File: src/svm_pkg.sv
// Function
// - Power detector only while enable bit set
// - Three-bit code picks one of eight levels
// - Bit 5 reads detector result, read-only
// - Sleep forces detector off regardless of enable
// - Result may toggle near trip level
// - Request flag set after delay past rise
// - Set flag raises request, result still pollable
// - Request routed through shared multi-function source
// - Flag rise wakes from idle; preset flag blocks
// - CPU interrupt not forwarded unless global enable set
package svm_pkg;
    // ********************************
    // Register map
    // ********************************
    localparam logic [7:0] OFF_CTRL = 8'h00;
    localparam logic [7:0] OFF_MF2  = 8'h04;
    localparam logic [7:0] OFF_GIE  = 8'h08;
    localparam logic [7:0] OFF_STAT = 8'h0C;
    localparam logic [7:0] OFF_MASK = 8'h10;
    localparam int CTRL_LVL_LSB = 0;
    localparam int CTRL_EN_BIT  = 4;
    localparam int CTRL_OUT_BIT = 5;
    localparam int MFI_UVE_BIT  = 0;
    localparam int MFI_NWE_BIT  = 1;
    localparam int MFI_UVF_BIT  = 4;
    localparam int MFI_NWF_BIT  = 5;
    localparam int GIE_BIT      = 0;
    localparam int EV_RISE_BIT  = 0;
    localparam int EV_FIRE_BIT  = 1;
    localparam int EV_SET_BIT   = 2;
    localparam int EV_W         = 3;
    localparam logic [2:0] RST_LVL  = 3'h0;
    localparam logic [1:0] RESP_OK  = 2'h0;
    localparam logic [1:0] RESP_ERR = 2'h2;
    // ********************************
    // Timing
    // ********************************
    localparam int CLK_NS    = 20;
    localparam int SETTLE_NS = 15000;
    localparam int RAISE_NS  = 45000;
    localparam int SETTLE_CYC = (SETTLE_NS + CLK_NS - 1) / CLK_NS;
    localparam int RAISE_CYC  = (RAISE_NS + CLK_NS - 1) / CLK_NS;
    localparam int CNT_W = 12;
    // ********************************
    // Types
    // ********************************
    typedef struct packed {
        logic       en;
        logic [2:0] lvl;
    } svm_ctrl_t;
    typedef struct packed {
        logic nwf;
        logic uvf;
        logic nwe;
        logic uve;
    } svm_mfi_t;
    typedef enum logic [1:0] {
        ST_WAIT  = 2'h0,
        ST_COUNT = 2'h1,
        ST_FIRED = 2'h3
    } svm_state_t;
    // Trip levels in millivolts, ascending with the code
    function automatic logic [12:0] svm_trip_mv(input logic [2:0] c);
        case (c)
            3'h0: svm_trip_mv = 13'h0708;
            3'h1: svm_trip_mv = 13'h07D0;
            3'h2: svm_trip_mv = 13'h0960;
            3'h3: svm_trip_mv = 13'h0A8C;
            3'h4: svm_trip_mv = 13'h0BB8;
            3'h5: svm_trip_mv = 13'h0CE4;
            3'h6: svm_trip_mv = 13'h0E10;
            default: svm_trip_mv = 13'h0FA0;
        endcase
    endfunction
endpackage

File: src/svm_ctrl.sv
`timescale 1ns/1ns
`default_nettype none
module svm_ctrl
    import svm_pkg::*;
(
    input  wire logic        sys_clk_i,
    input  wire logic        resetn_i,
    input  wire logic [7:0]  s_axi_awaddr_i,
    input  wire logic        s_axi_awvalid_i,
    output logic             s_axi_awready_o,
    input  wire logic [31:0] s_axi_wdata_i,
    input  wire logic [3:0]  s_axi_wstrb_i,
    input  wire logic        s_axi_wvalid_i,
    output logic             s_axi_wready_o,
    output logic [1:0]       s_axi_bresp_o,
    output logic             s_axi_bvalid_o,
    input  wire logic        s_axi_bready_i,
    input  wire logic [7:0]  s_axi_araddr_i,
    input  wire logic        s_axi_arvalid_i,
    output logic             s_axi_arready_o,
    output logic [31:0]      s_axi_rdata_o,
    output logic [1:0]       s_axi_rresp_o,
    output logic             s_axi_rvalid_o,
    input  wire logic        s_axi_rready_i,
    input  wire logic        cmp_below_i,
    input  wire logic        sleep_i,
    input  wire logic        idle_i,
    input  wire logic        nvm_write_event_i,
    output logic             monitor_power_o,
    output logic [2:0]       trip_level_select_o,
    output logic [12:0]      trip_voltage_mv_o,
    output logic             mf2_request_o,
    output logic             cpu_irq_o,
    output logic             wake_o,
    output logic             irq_o
);

    // ********************************
    // Bus slave
    // ********************************
    logic        aw_hold_q;
    logic [7:0]  awaddr_q;
    logic        w_hold_q;
    logic [31:0] wdata_q;
    logic        wstrb0_q;
    logic        bvalid_q;
    logic [1:0]  bresp_q;
    logic        rvalid_q;
    logic [31:0] rdata_q;
    logic [1:0]  rresp_q;
    logic        do_wr;
    logic        wr_ok;
    logic        rd_hit;
    logic [31:0] rd_mux;

    assign s_axi_awready_o = !aw_hold_q && !bvalid_q;
    assign s_axi_wready_o  = !w_hold_q && !bvalid_q;
    assign s_axi_bvalid_o  = bvalid_q;
    assign s_axi_bresp_o   = bresp_q;
    assign s_axi_arready_o = !rvalid_q;
    assign s_axi_rvalid_o  = rvalid_q;
    assign s_axi_rdata_o   = rdata_q;
    assign s_axi_rresp_o   = rresp_q;
    assign do_wr = aw_hold_q && w_hold_q;
    assign wr_ok = (awaddr_q == OFF_CTRL) || (awaddr_q == OFF_MF2) || (awaddr_q == OFF_GIE)
                || (awaddr_q == OFF_STAT) || (awaddr_q == OFF_MASK);

    // Address and data may arrive in either order
    always_ff @(posedge sys_clk_i or negedge resetn_i) begin
        if (!resetn_i) begin
            aw_hold_q <= 1'b0;
            awaddr_q  <= 8'h00;
            w_hold_q  <= 1'b0;
            wdata_q   <= 32'h0000_0000;
            wstrb0_q  <= 1'b0;
        end else begin
            if (s_axi_awvalid_i && s_axi_awready_o) begin
                aw_hold_q <= 1'b1;
                awaddr_q  <= s_axi_awaddr_i;
            end else if (do_wr) begin
                aw_hold_q <= 1'b0;
            end
            if (s_axi_wvalid_i && s_axi_wready_o) begin
                w_hold_q <= 1'b1;
                wdata_q  <= s_axi_wdata_i;
                wstrb0_q <= s_axi_wstrb_i[0];
            end else if (do_wr) begin
                w_hold_q <= 1'b0;
            end
        end
    end

    always_ff @(posedge sys_clk_i or negedge resetn_i) begin
        if (!resetn_i) begin
            bvalid_q <= 1'b0;
            bresp_q  <= RESP_OK;
        end else if (do_wr) begin
            bvalid_q <= 1'b1;
            bresp_q  <= wr_ok ? RESP_OK : RESP_ERR;
        end else if (s_axi_bready_i) begin
            bvalid_q <= 1'b0;
        end
    end

    // Register write strobes; only byte lane 0 carries register bits
    logic wr_ctrl;
    logic wr_mfi;
    logic wr_gie;
    logic wr_stat;
    logic wr_mask;
    assign wr_ctrl = do_wr && wstrb0_q && (awaddr_q == OFF_CTRL);
    assign wr_mfi  = do_wr && wstrb0_q && (awaddr_q == OFF_MF2);
    assign wr_gie  = do_wr && wstrb0_q && (awaddr_q == OFF_GIE);
    assign wr_stat = do_wr && wstrb0_q && (awaddr_q == OFF_STAT);
    assign wr_mask = do_wr && wstrb0_q && (awaddr_q == OFF_MASK);

    // ********************************
    // Control registers
    // ********************************
    svm_ctrl_t   ctrl_q;
    svm_mfi_t    mfi_q;
    logic        gie_q;
    logic [EV_W-1:0] mask_q;

    always_ff @(posedge sys_clk_i or negedge resetn_i) begin
        if (!resetn_i) begin
            ctrl_q <= '{en: 1'b0, lvl: RST_LVL};
        end else if (wr_ctrl) begin
            ctrl_q.en  <= wdata_q[CTRL_EN_BIT];
            ctrl_q.lvl <= wdata_q[CTRL_LVL_LSB +: 3];
        end
    end

    always_ff @(posedge sys_clk_i or negedge resetn_i) begin
        if (!resetn_i) begin
            gie_q  <= 1'b0;
            mask_q <= 3'h0;
        end else begin
            if (wr_gie) begin
                gie_q <= wdata_q[GIE_BIT];
            end
            if (wr_mask) begin
                mask_q <= wdata_q[EV_W-1:0];
            end
        end
    end

    // ********************************
    // Detector power and result
    // ********************************
    logic cmp_meta_q;
    logic cmp_sync_q;
    logic uv_q;
    logic uv_prev_q;
    logic powered;

    assign powered = ctrl_q.en && !sleep_i;
    assign monitor_power_o     = powered;
    assign trip_level_select_o = ctrl_q.lvl;

    always_ff @(posedge sys_clk_i or negedge resetn_i) begin
        if (!resetn_i) begin
            cmp_meta_q <= 1'b0;
            cmp_sync_q <= 1'b0;
        end else begin
            cmp_meta_q <= cmp_below_i;
            cmp_sync_q <= cmp_meta_q;
        end
    end

    // Result follows comparator freely; toggling near the level is passed on
    always_ff @(posedge sys_clk_i or negedge resetn_i) begin
        if (!resetn_i) begin
            uv_q      <= 1'b0;
            uv_prev_q <= 1'b0;
            trip_voltage_mv_o <= 13'h0000;
        end else begin
            uv_q      <= powered && cmp_sync_q;
            uv_prev_q <= uv_q;
            trip_voltage_mv_o <= svm_trip_mv(ctrl_q.lvl);
        end
    end

    // Settle tracking, a hint for software polling
    logic [CNT_W-1:0] settle_cnt_q;
    logic             settled_q;
    logic             settle_ev;
    assign settle_ev = powered && !settled_q && (settle_cnt_q == CNT_W'(SETTLE_CYC - 1));

    always_ff @(posedge sys_clk_i or negedge resetn_i) begin
        if (!resetn_i) begin
            settle_cnt_q <= '0;
            settled_q    <= 1'b0;
        end else if (!powered) begin
            settle_cnt_q <= '0;
            settled_q    <= 1'b0;
        end else if (settle_ev) begin
            settled_q <= 1'b1;
        end else if (!settled_q) begin
            settle_cnt_q <= settle_cnt_q + 1'b1;
        end
    end

    // ********************************
    // Raise delay
    // ********************************
    svm_state_t       state_q;
    logic [CNT_W-1:0] cnt_q;
    logic             fire;

    assign fire = (state_q == ST_COUNT) && uv_q && (cnt_q == CNT_W'(RAISE_CYC - 1));

    // A drop before the delay ends restarts the wait
    always_ff @(posedge sys_clk_i or negedge resetn_i) begin
        if (!resetn_i) begin
            state_q <= ST_WAIT;
            cnt_q   <= '0;
        end else begin
            case (state_q)
                ST_WAIT: begin
                    cnt_q <= '0;
                    if (uv_q) begin
                        state_q <= ST_COUNT;
                    end
                end
                ST_COUNT: begin
                    if (!uv_q) begin
                        state_q <= ST_WAIT;
                    end else if (fire) begin
                        state_q <= ST_FIRED;
                    end else begin
                        cnt_q <= cnt_q + 1'b1;
                    end
                end
                ST_FIRED: begin
                    if (!uv_q) begin
                        state_q <= ST_WAIT;
                    end
                end
                default: begin
                    state_q <= ST_WAIT;
                end
            endcase
        end
    end

    // ********************************
    // Multi-function request register
    // ********************************
    always_ff @(posedge sys_clk_i or negedge resetn_i) begin
        if (!resetn_i) begin
            mfi_q <= '{nwf: 1'b0, uvf: 1'b0, nwe: 1'b0, uve: 1'b0};
        end else begin
            if (wr_mfi) begin
                mfi_q.uve <= wdata_q[MFI_UVE_BIT];
                mfi_q.nwe <= wdata_q[MFI_NWE_BIT];
            end
            // Hardware set wins over a same-cycle write
            if (fire) begin
                mfi_q.uvf <= 1'b1;
            end else if (wr_mfi) begin
                mfi_q.uvf <= wdata_q[MFI_UVF_BIT];
            end
            if (nvm_write_event_i) begin
                mfi_q.nwf <= 1'b1;
            end else if (wr_mfi) begin
                mfi_q.nwf <= wdata_q[MFI_NWF_BIT];
            end
        end
    end

    // Shared source: detector and NVM share one request line
    assign mf2_request_o = (mfi_q.uvf && mfi_q.uve) || (mfi_q.nwf && mfi_q.nwe);
    assign cpu_irq_o     = gie_q && mf2_request_o;

    // Only a fresh flag rise wakes; a preset flag gives none
    always_ff @(posedge sys_clk_i or negedge resetn_i) begin
        if (!resetn_i) begin
            wake_o <= 1'b0;
        end else begin
            wake_o <= idle_i && fire && !mfi_q.uvf && mfi_q.uve;
        end
    end

    // ********************************
    // Event status and interrupt
    // ********************************
    logic [EV_W-1:0] stat_q;
    logic [EV_W-1:0] ev;
    assign ev[EV_RISE_BIT] = uv_q && !uv_prev_q;
    assign ev[EV_FIRE_BIT] = fire;
    assign ev[EV_SET_BIT]  = settle_ev;

    always_ff @(posedge sys_clk_i or negedge resetn_i) begin
        if (!resetn_i) begin
            stat_q <= 3'h0;
        end else if (wr_stat) begin
            stat_q <= (stat_q & ~wdata_q[EV_W-1:0]) | ev;
        end else begin
            stat_q <= stat_q | ev;
        end
    end

    assign irq_o = |(stat_q & mask_q);

    // ********************************
    // Read path
    // ********************************
    always_comb begin
        rd_hit = 1'b1;
        rd_mux = 32'h0000_0000;
        case (s_axi_araddr_i)
            OFF_CTRL: begin
                rd_mux[CTRL_OUT_BIT]      = uv_q;
                rd_mux[CTRL_EN_BIT]       = ctrl_q.en;
                rd_mux[CTRL_LVL_LSB +: 3] = ctrl_q.lvl;
            end
            OFF_MF2: begin
                rd_mux[MFI_NWF_BIT] = mfi_q.nwf;
                rd_mux[MFI_UVF_BIT] = mfi_q.uvf;
                rd_mux[MFI_NWE_BIT] = mfi_q.nwe;
                rd_mux[MFI_UVE_BIT] = mfi_q.uve;
            end
            OFF_GIE:  rd_mux[GIE_BIT] = gie_q;
            OFF_STAT: rd_mux[EV_W-1:0] = stat_q;
            OFF_MASK: rd_mux[EV_W-1:0] = mask_q;
            default:  rd_hit = 1'b0;
        endcase
    end

    always_ff @(posedge sys_clk_i or negedge resetn_i) begin
        if (!resetn_i) begin
            rvalid_q <= 1'b0;
            rdata_q  <= 32'h0000_0000;
            rresp_q  <= RESP_OK;
        end else if (s_axi_arvalid_i && s_axi_arready_o) begin
            rvalid_q <= 1'b1;
            rdata_q  <= rd_mux;
            rresp_q  <= rd_hit ? RESP_OK : RESP_ERR;
        end else if (s_axi_rready_i) begin
            rvalid_q <= 1'b0;
        end
    end

    logic [CNT_W-1:0] uv_run_q;
    always_ff @(posedge sys_clk_i or negedge resetn_i) begin
        if (!resetn_i) begin
            uv_run_q <= '0;
        end else if (!uv_q) begin
            uv_run_q <= '0;
        end else if (uv_run_q != '1) begin
            uv_run_q <= uv_run_q + 1'b1;
        end
    end
endmodule // svm_ctrl
`default_nettype wire

File: config.mk
export PLATFORM = sky130hd
export DESIGN_NAME = svm_ctrl
export DESIGN_NICKNAME = d
export VERILOG_FILES = /design/src/svm_pkg.sv /design/src/svm_ctrl.sv
export SDC_FILE = /design/constraint.sdc
export NUM_CORES = 1
export LEC_CHECK = 0
export ABC_AREA = 1
export BUFFER_PORTS_ARGS = -buffer_cell sky130_fd_sc_hd__clkbuf_2
export CAP_MARGIN = 10
export CORE_UTILIZATION = 25
export CTS_CLUSTER_DIAMETER = 150
export DETAILED_ROUTE_END_ITERATION = 16
export PLACE_DENSITY = 0.55
export SYNTH_ARGS = -nofsm -noshare
export SYNTH_HDL_FRONTEND = slang
export SYNTH_SLANG_ARGS = --single-unit
File: constraint.sdc
create_clock -name sys_clk_i -period 3.1 [get_ports sys_clk_i]
set_input_delay 0.155 -clock sys_clk_i [delete_from_list [all_inputs] [get_ports sys_clk_i]]
set_output_delay 0.155 -clock sys_clk_i [all_outputs]
set_load 0.005 [all_outputs]
Word-level counts from Yosys, hierarchy flattened
Index checks and enable logic that the tools add are counted.

cells by class
  multiplexer cells = 33
  shifts and indexed selects = 0
  multiply operators = 0
  bitwise logic cells = 5
  $lt $le $gt $ge = 0
  eq/ne operators = 26
  div/mod/pow operators = 0
  reductions and logical operators = 54
  add/sub/neg operators = 2

operators by type and width
  cell                                                                      count
  12-bit case mux with 7 select lines                                       1
  12-bit 2-to-1 mux                                                         5
  8-bit by 4-bit equality test with 1-bit output (second input constant)    4
  1-bit logical AND                                                         25
  12-bit by 1-bit adder with 12-bit output (second input constant)          2
  12-bit case mux with 2 select lines                                       1
  8-bit by 3-bit equality test with 1-bit output (second input constant)    2
  8-bit by 5-bit equality test with 1-bit output (second input constant)    2
  8-bit logical NOT                                                         2
  1-bit 2-to-1 mux                                                          14
  2-bit nonzero test                                                        7
  12-bit by 10-bit equality test with 1-bit output (second input constant)  1
  12-bit equality test (second input constant)                              1
  2-bit 2-to-1 mux                                                          6
  2-bit inequality test (second input constant)                             6
  3-bit equality test (second input constant)                               3
  1-bit logical NOT                                                         8
  3-bit bitwise AND                                                         2
  3-bit by 2-bit equality test with 1-bit output (second input constant)    2
  3-bit bitwise OR                                                          2
  2-bit case mux with 3 select lines                                        1
  3-bit AND reduction                                                       2
  1-bit logical OR                                                          5
  1-bit case mux with 5 select lines                                        1
  other kinds (15)                                                          15

word-level totals
  input bits = 63
  RAM bits = 0
  memory bits (read-only) = 0
  memories = 0
  output and inout port bits = 62
  logic and storage cells = 149
  bits in registers = 88
  bits in latches = 0

Depth between registers and ports, before layout
Gate-level depths: netlist of run 1.

  depth after elaboration = 6
  gate-level depth with buffers = 9
  gate-level depth less buffers = 9

Worst setup path before layout of run 1
Ideal clock, no wire load.

  path type = reg2reg
  from = register cnt_q[0]
  to = register cnt_q[10]
  setup slack = 1.746 ns
  required time = 2.974 ns
  clock period less this slack = 1.354 ns
  arrival = 1.228 ns
  stages on the path, launching flop included = 8
  path through = dfrtp_1 -> ha_1 -> nand2_1 -> nor3_2 -> nand3_2 -> nand2_2 -> buf_6 -> o21ai_0

on the way
  cells in the longest elaborated chain, start to end = 4

ends and longest elaborated chain
  what                                                                              RTL line                          RTL
  start: declaration                                                                svm_ctrl.sv:208                   logic [CNT_W-1:0] cnt_q;
  start signal: assignment                                                          svm_ctrl.sv:232                   cnt_q <= cnt_q + 1'b1;
  12-bit by 1-bit adder with 12-bit output or 12-bit equality test (tied branches)  svm_ctrl.sv:232, svm_ctrl.sv:211
  12-bit 2-to-1 mux or 1-bit logical AND (tied branches)                            svm_ctrl.sv:229, svm_ctrl.sv:211
  12-bit 2-to-1 mux or 2-bit inequality test (tied branches)                        n/a
  12-bit case mux with 2 select lines or 3-bit AND reduction (tied branches)        n/a

Several ways; a longest one is shown, not always the timed one. The select of a mux whose other input is x is not followed.
A chain may end at the register's enable or synchronous reset.

Final worst setup path of run 1
  from = register cnt_q[0]
  to = register cnt_q[7]

The elaborated chain is that of the path after synthesis.

==> flow_summary.toml, run 1 <==
[pwr]
netSwitchingPower_uw = 803.6
pwr-share-comb = 0.157
clockPowerShare = 0.382
p_total_uw = 2843
cellLeakagePower_uw = 0.002454
intPower_uw = 2040
cellPowerDensity_mw_per_mm2 = 562.6
switching_share = 0.2826
p_seq_frac = 0.462
peakVddDrop_mv = 0.3842

[worst_setup_path]
reg2reg_to = "cnt_q[7]$_DFFE_PN0P_"
worstSetupEndpointType = "register"
rrSetupSlack_ns = 1.30
critPathLaunch = "cnt_q[0]$_DFFE_PN0P_"
r2r_cells = 8
cp.arrival_ns = 2.03
r2r-start = "cnt_q[0]$_DFFE_PN0P_"
cp_max_fo = 22
crit_type = "reg -> reg"
startpoint_type = "register"
cp.required_ns = 3.33

[route]
num_vias = 3458
drc = 0
wl_met2_um = 3922
viasPerCell = 4.112
wl_met1_um = 4681
routed_wl_um = 9250
wl_met3_um = 545
first_pass_iters = 4
highest_layer = "met4"
ant_nets = 0
wl_per_cell_um = 11.00
dr.first_iter.drc_count = 139

[clock_network]
cts_resized = 0
cts_setup_buffers = 0
cts-root-buf = "clkbuf_16"
max-clock-path-buffers = 2
clk_pin_slew_ns = 0.06
clk_latency_ns = 0.34
cts-htree-levels = 3
cts.sinks = 82
tritoncts = "built"
numCtsBuffers = 9

[grt]
grt_pass1_wl_um = 16060
grt-ovfl-total = 0
grt_pass1_vias = 3285
grt_max_degree = 43
grt.total_usage = 0.1146
antenna_found_initial = 0

[timing]
slew_viol_final = 0
rsz0062_at_grt = "false"
slew_headroom = 0.6243
setup_slack_ns = 1.305
finalCritPeriodShare = 0.5792
fmax_ghz = 0.5570
min_period_ns = 1.795
hold_viol = 0
tns_ns = 0
clock_skew_ns = 0.003645
tightest_slew_ns = 0.5636
setup_violations = 0

[yosys]
yosysWarnings = 0
async_reset_ff_frac = 1.000
ys.flop_type = "dfrtp_1"
mappedNetlistArea_mm2 = 0.004312
syn-instance-count = 549
synth_cell_types = 31
synth_edf_count = 0
yosysSeqAreaShare = 0.4759
synth_seq_cells = 82
syn_area_per_cell_um2 = 7.854

[placement]
dp.cells = 821
gp_congestion = 0.7717
io_buffers = 62
dpl.hpwl_um = 6943
dp_slack_ns = 1.296

[min_path]
holdPathStages = 2
hold_class = "in -> reg"
min_to = "s_axi_rvalid_o$_DFFE_PN0P_"
hp-start = "s_axi_rready_i"

[floorplan]
start_util = 0.2582
rows = 47
dieHeight_um = 133.3
fp.dieW_um = 133.3
io_pins = 125
core_mm2 = 0.01670
die_area_mm2 = 0.01778

[layout]
n_antenna_cell = 0
layout.nets = 683
drive_gt1_frac = 0.1546
final_util = 0.3026
synthToLayoutAreaGrowth_pct = 17.21
final_cells = 841

[flow_run]
max_cap_viol_count = 0

[status]
status = "complete, no violations"
[stage by stage]
step           cell area, um^2  hold slack [ns]
2_1_floorplan             4428          -0.1406
3_3_place_gp              4710           0.1910
3_5_place_dp              4710           0.1922
4_1_cts                   5044         0.006663
5_1_grt                   5054          0.01069
6_report                  5054         0.009104
[critical path, cell delays in order (launching register included)]
cell and delay [ns]:
dfrtp_1 0.49, ha_1 0.20, nand2_1 0.07, nor3_2 0.17, nand3_2 0.16, nand2_2 0.34, inv_1 0.13, nand2_1 0.09
nand2_1 0.05
[registers in the layout, indices dropped and copies added (netlist names), 2 cells and up]
name                 count
trip_voltage_mv_o       10
cnt_q                   12
mfi_q                    4
stat_q                   3
awaddr_q                 8
mask_q                   3
state_q                  2
s_axi_rdata_o            5
wdata_q                  5
trip_level_select_o      3
settle_cnt_q            12
[metal layers]
layer / global-route usage / vias up
met5: 0 / -
met4: 0.03220 / 0
met3: 0.03577 / 6
met2: 0.1664 / 79
met1: 0.1625 / 1546
li1: - / 1827
[power groups by stage]
| stage | registers [uW] | logic (uW) | clock network [uW] |
|---|---|---|---|
| finish | 1310 | 446 | 1090 |
| detailed placement | 1330 | 449 | 0 |
| global route | 1330 | 512 | 1170 |
| global placement | 1330 | 444 | 0 |
| floorplan | 1310 | 314 | 0 |
| CTS | 1310 | 454 | 1120 |
[final cells by class]
class,count,area (um^2)
Multi-Input combinational cell,388,1799
Fill cell,1817,11650
Sequential cell,82,2052
Clock inverter,6,65.06
Inverter,66,247.7
Clock buffer,10,239.0
Timing Repair Buffer,69,375.4
Tap cell,220,275.3
[timing repair]
item,CTS,global route
hold buffers,3,1
setup endpoints to repair,0,0
hold endpoints to repair,42,1
[worst max path at each step]
| stage | end | slack [ns] | depth (start not counted) |
|---|---|---|---|
| global route | cnt_q[7]$_DFFE_PN0P_ | 1.04 | 8 |
| CTS | cnt_q[7]$_DFFE_PN0P_ | 1.28 | 8 |
| detailed placement | cnt_q[7]$_DFFE_PN0P_ | 1.30 | 8 |
| global placement | cnt_q[7]$_DFFE_PN0P_ | 1.32 | 8 |
| finish | cnt_q[7]$_DFFE_PN0P_ | 1.30 | 8 |
| floorplan | cnt_q[10]$_DFFE_PN0P_ | 1.75 | 7 |
[kinds of logic after synthesis]
| family | count (synthesis) | share of synthesized area |
|---|---|---|
| AND/OR/NAND/NOR | 275 | 0.2687 |
| multiplexers | 5 | 0.01306 |
| AO/OA/AOI/OAI | 65 | 0.08183 |
| XOR/XNOR | 7 | 0.01422 |
| flip-flops | 82 | 0.4759 |
| buffers and inverters | 110 | 0.1338 |
| other | 1 | 0.0008697 |
| adder cells (fa/ha/maj) | 4 | 0.01161 |
[cell usage after synthesis, types with 2 or more instances]
library cell,instances,area share
nand3_1,52,0.060
nor2_2,2,0.0029
xor2_1,5,0.010
or2_2,4,0.0058
a21o_1,3,0.0052
buf_2,2,0.0023
buf_6,4,0.010
a31oi_1,2,0.0029
xnor2_1,2,0.0041
nor3_1,5,0.0058
mux2_2,5,0.013
inv_1,66,0.057
nor2_1,64,0.056
nand4_1,9,0.013
clkbuf_1,3,0.0026
a21oi_1,16,0.019
buf_4,35,0.061
o21bai_1,3,0.0052
dfrtp_1,82,0.48
o21ai_0,36,0.042
nand2_2,2,0.0029
ha_1,4,0.012
nand2_1,135,0.12
[cell usage in the layout (no fill, tap or decap), drive strengths merged, types with 5 or more instances in the layout]
| cell type | count |
|---|---|
| xor2 | 5 |
| o21ai | 37 |
| a21oi | 16 |
| nand2 | 137 |
| mux2 | 5 |
| inv | 67 |
| nor3 | 6 |
| nand4 | 9 |
| nor2 | 66 |
| dfrtp | 82 |
| nand3 | 53 |
| clkbuf | 71 |
| conb | 32 |
Note: power is estimated with default switching activity, not from simulation.
==> run 2, diff against run 1 <==
==> constraint.sdc (replaced) <==
create_clock -name sys_clk_i -period 1.7 [get_ports sys_clk_i]
set_input_delay 0.085 -clock sys_clk_i [delete_from_list [all_inputs] [get_ports sys_clk_i]]
set_output_delay 0.085 -clock sys_clk_i [all_outputs]
set_load 0.005 [all_outputs]
==> run 2 against run 1 <==
Net effect:
- sequential power is 83% higher
- register-to-register slack worse by 1.1 ns
- largest cell class unchanged
- clock power is 87% higher
- die area stayed put
- total power is 87% higher
- wire length is 1.5% higher
==> flow_summary.toml, run 2 (synthesis gave the netlist of run 1 again) <==
[grt]
grt-ovfl-total = 0
grt_pass1_wl_um = 15910
antenna_found_initial = 0
grt_max_degree = 28
grt.total_usage = 0.1138
grt_pass1_vias = 3313

[route]
ant_nets = 0
wl_per_cell_um = 10.83
drc = 0
first_pass_iters = 4
num_vias = 3577
dr.first_iter.drc_count = 179
viasPerCell = 4.126
routed_wl_um = 9389

[layout]
layout.nets = 710
layout_common_cells = "nand2_1, dfrtp_1, inv_1"
synthToLayoutAreaGrowth_pct = 23.74
drive_gt1_frac = 0.1685
top_regs = "cnt_q x12, settle_cnt_q x12, trip_voltage_mv_o x10"
seqCellArea_mm2 = 0.002052
multi_input_area_mm2 = 0.001799
n_antenna_cell = 0
fillers = 1822
layout_commonest_cell = "nand2_1"
final_util = 0.3194

[worst_setup_path]
cp_max_fo = 5
startpoint_type = "register"
cp.required_ns = 1.96
cp.arrival_ns = 1.73
worstSetupEndpointType = "register"
crit_type = "reg -> reg"

[pwr]
cellPowerDensity_mw_per_mm2 = 995.0
cellLeakagePower_uw = 0.002592
peakVddDrop_mv = 0.5014

[status]
status = "complete, no violations"

[clock_network]
numCtsBuffers = 9
tritoncts = "built"
cts_resized = 0
cts.sinks = 82
cts-htree-levels = 3
clk_latency_ns = 0.34
cts_setup_buffers = 0
clk_pin_slew_ns = 0.06
max-clock-path-buffers = 2
cts-root-buf = "clkbuf_16"

[flow_run]
max_cap_viol_count = 0

[floorplan]
die_area_mm2 = 0.01778
dieHeight_um = 133.3
fp.dieW_um = 133.3
io_pins = 125
core_mm2 = 0.01670
start_util = 0.2582
rows = 47

[timing]
timing.hold.ws_ns = 0.004250
finalCritPeriodShare = 0.8659
tns_ns = 0
min_period_ns = 1.472
slew_viol_final = 0
fmax_ghz = 0.6793
setup_violations = 0
hold_viol = 0
clock_skew_ns = 0.007460
rsz0062_at_grt = "false"

[placement]
dpl.hpwl_um = 7202
gp_congestion = 0.8061
io_buffers = 62

[min_path]
hold_class = "in -> reg"
==> run 2: critical path: stages (launching register included) <==
cell	delay, ns
dfrtp_1	0.40
ha_1	0.25
inv_1	0.06
nor2_1	0.25
inv_1	0.10
o21bai_1	0.14
nand3_1	0.07
o21ai_0	0.13
==> run 2: per-layer routing <==
layer / part of all wire / up-vias / track usage
li1: - / 1875 / -
met1: 0.52 / 1624 / 0.1575
met2: 0.43 / 71 / 0.1701
met3: 0.040 / 7 / 0.03272
met4: 0.010 / 0 / 0.03598
met5: 0 / - / 0
==> run 2: repair_timing <==
action,in CTS,in global routing
hold endpoints to repair,40,0
endpoints found under the setup margin,0,0
hold buffers,17,0
==> run 2: cell type report <==
class | instances | area share
flip-flops and latches | 82 | 0.3846
multi-input cells | 388 | 0.3372
repair buffers | 96 | 0.1215
well taps | 220 | 0.05159
clock buffers | 12 | 0.04995
inverters | 66 | 0.04644
clock inverters | 3 | 0.008677
==> run 2: path summary, 6_finish.rpt <==
kind	cells past startpoint	slack, ns	start	endpoint
min reg2reg	0	0.36	cmp_meta_q$_DFF_PN0_	cmp_sync_q$_DFF_PN0_
min in group asynchronous	2	0.20	resetn_i	cnt_q[6]$_DFFE_PN0P_
max	7	0.23	settle_cnt_q[1]$_DFFE_PN0P_	settle_cnt_q[6]$_DFFE_PN0P_
max reg2reg	7	0.23	settle_cnt_q[1]$_DFFE_PN0P_	settle_cnt_q[6]$_DFFE_PN0P_
min	3	0.004	idle_i	wake_o$_DFF_PN0_
max in group asynchronous	3	0.94	resetn_i	trip_level_select_o[2]$_DFFE_PN0P_
==> run 2: stage by stage <==
step | cell area [um^2] | std cells | setup WS (ns) | total power (uW)
5_1_grt | 5335 | 867 | 0.02060 | 5638
6_report | 5335 | 867 | 0.2279 | 5309
2_1_floorplan | 4428 | 580 | 0.3460 | 2963
4_1_cts | 5335 | 867 | 0.2195 | 5399
3_3_place_gp | 4852 | 835 | 0.2624 | 3273
3_5_place_dp | 4852 | 835 | 0.2124 | 3288
==> run 2: report_power, final <==
part | internal [uW] | total, uW | switching [uW]
logic | 362 | 872 | 510
clock network | 1260 | 2040 | 783
registers | 2230 | 2400 | 170
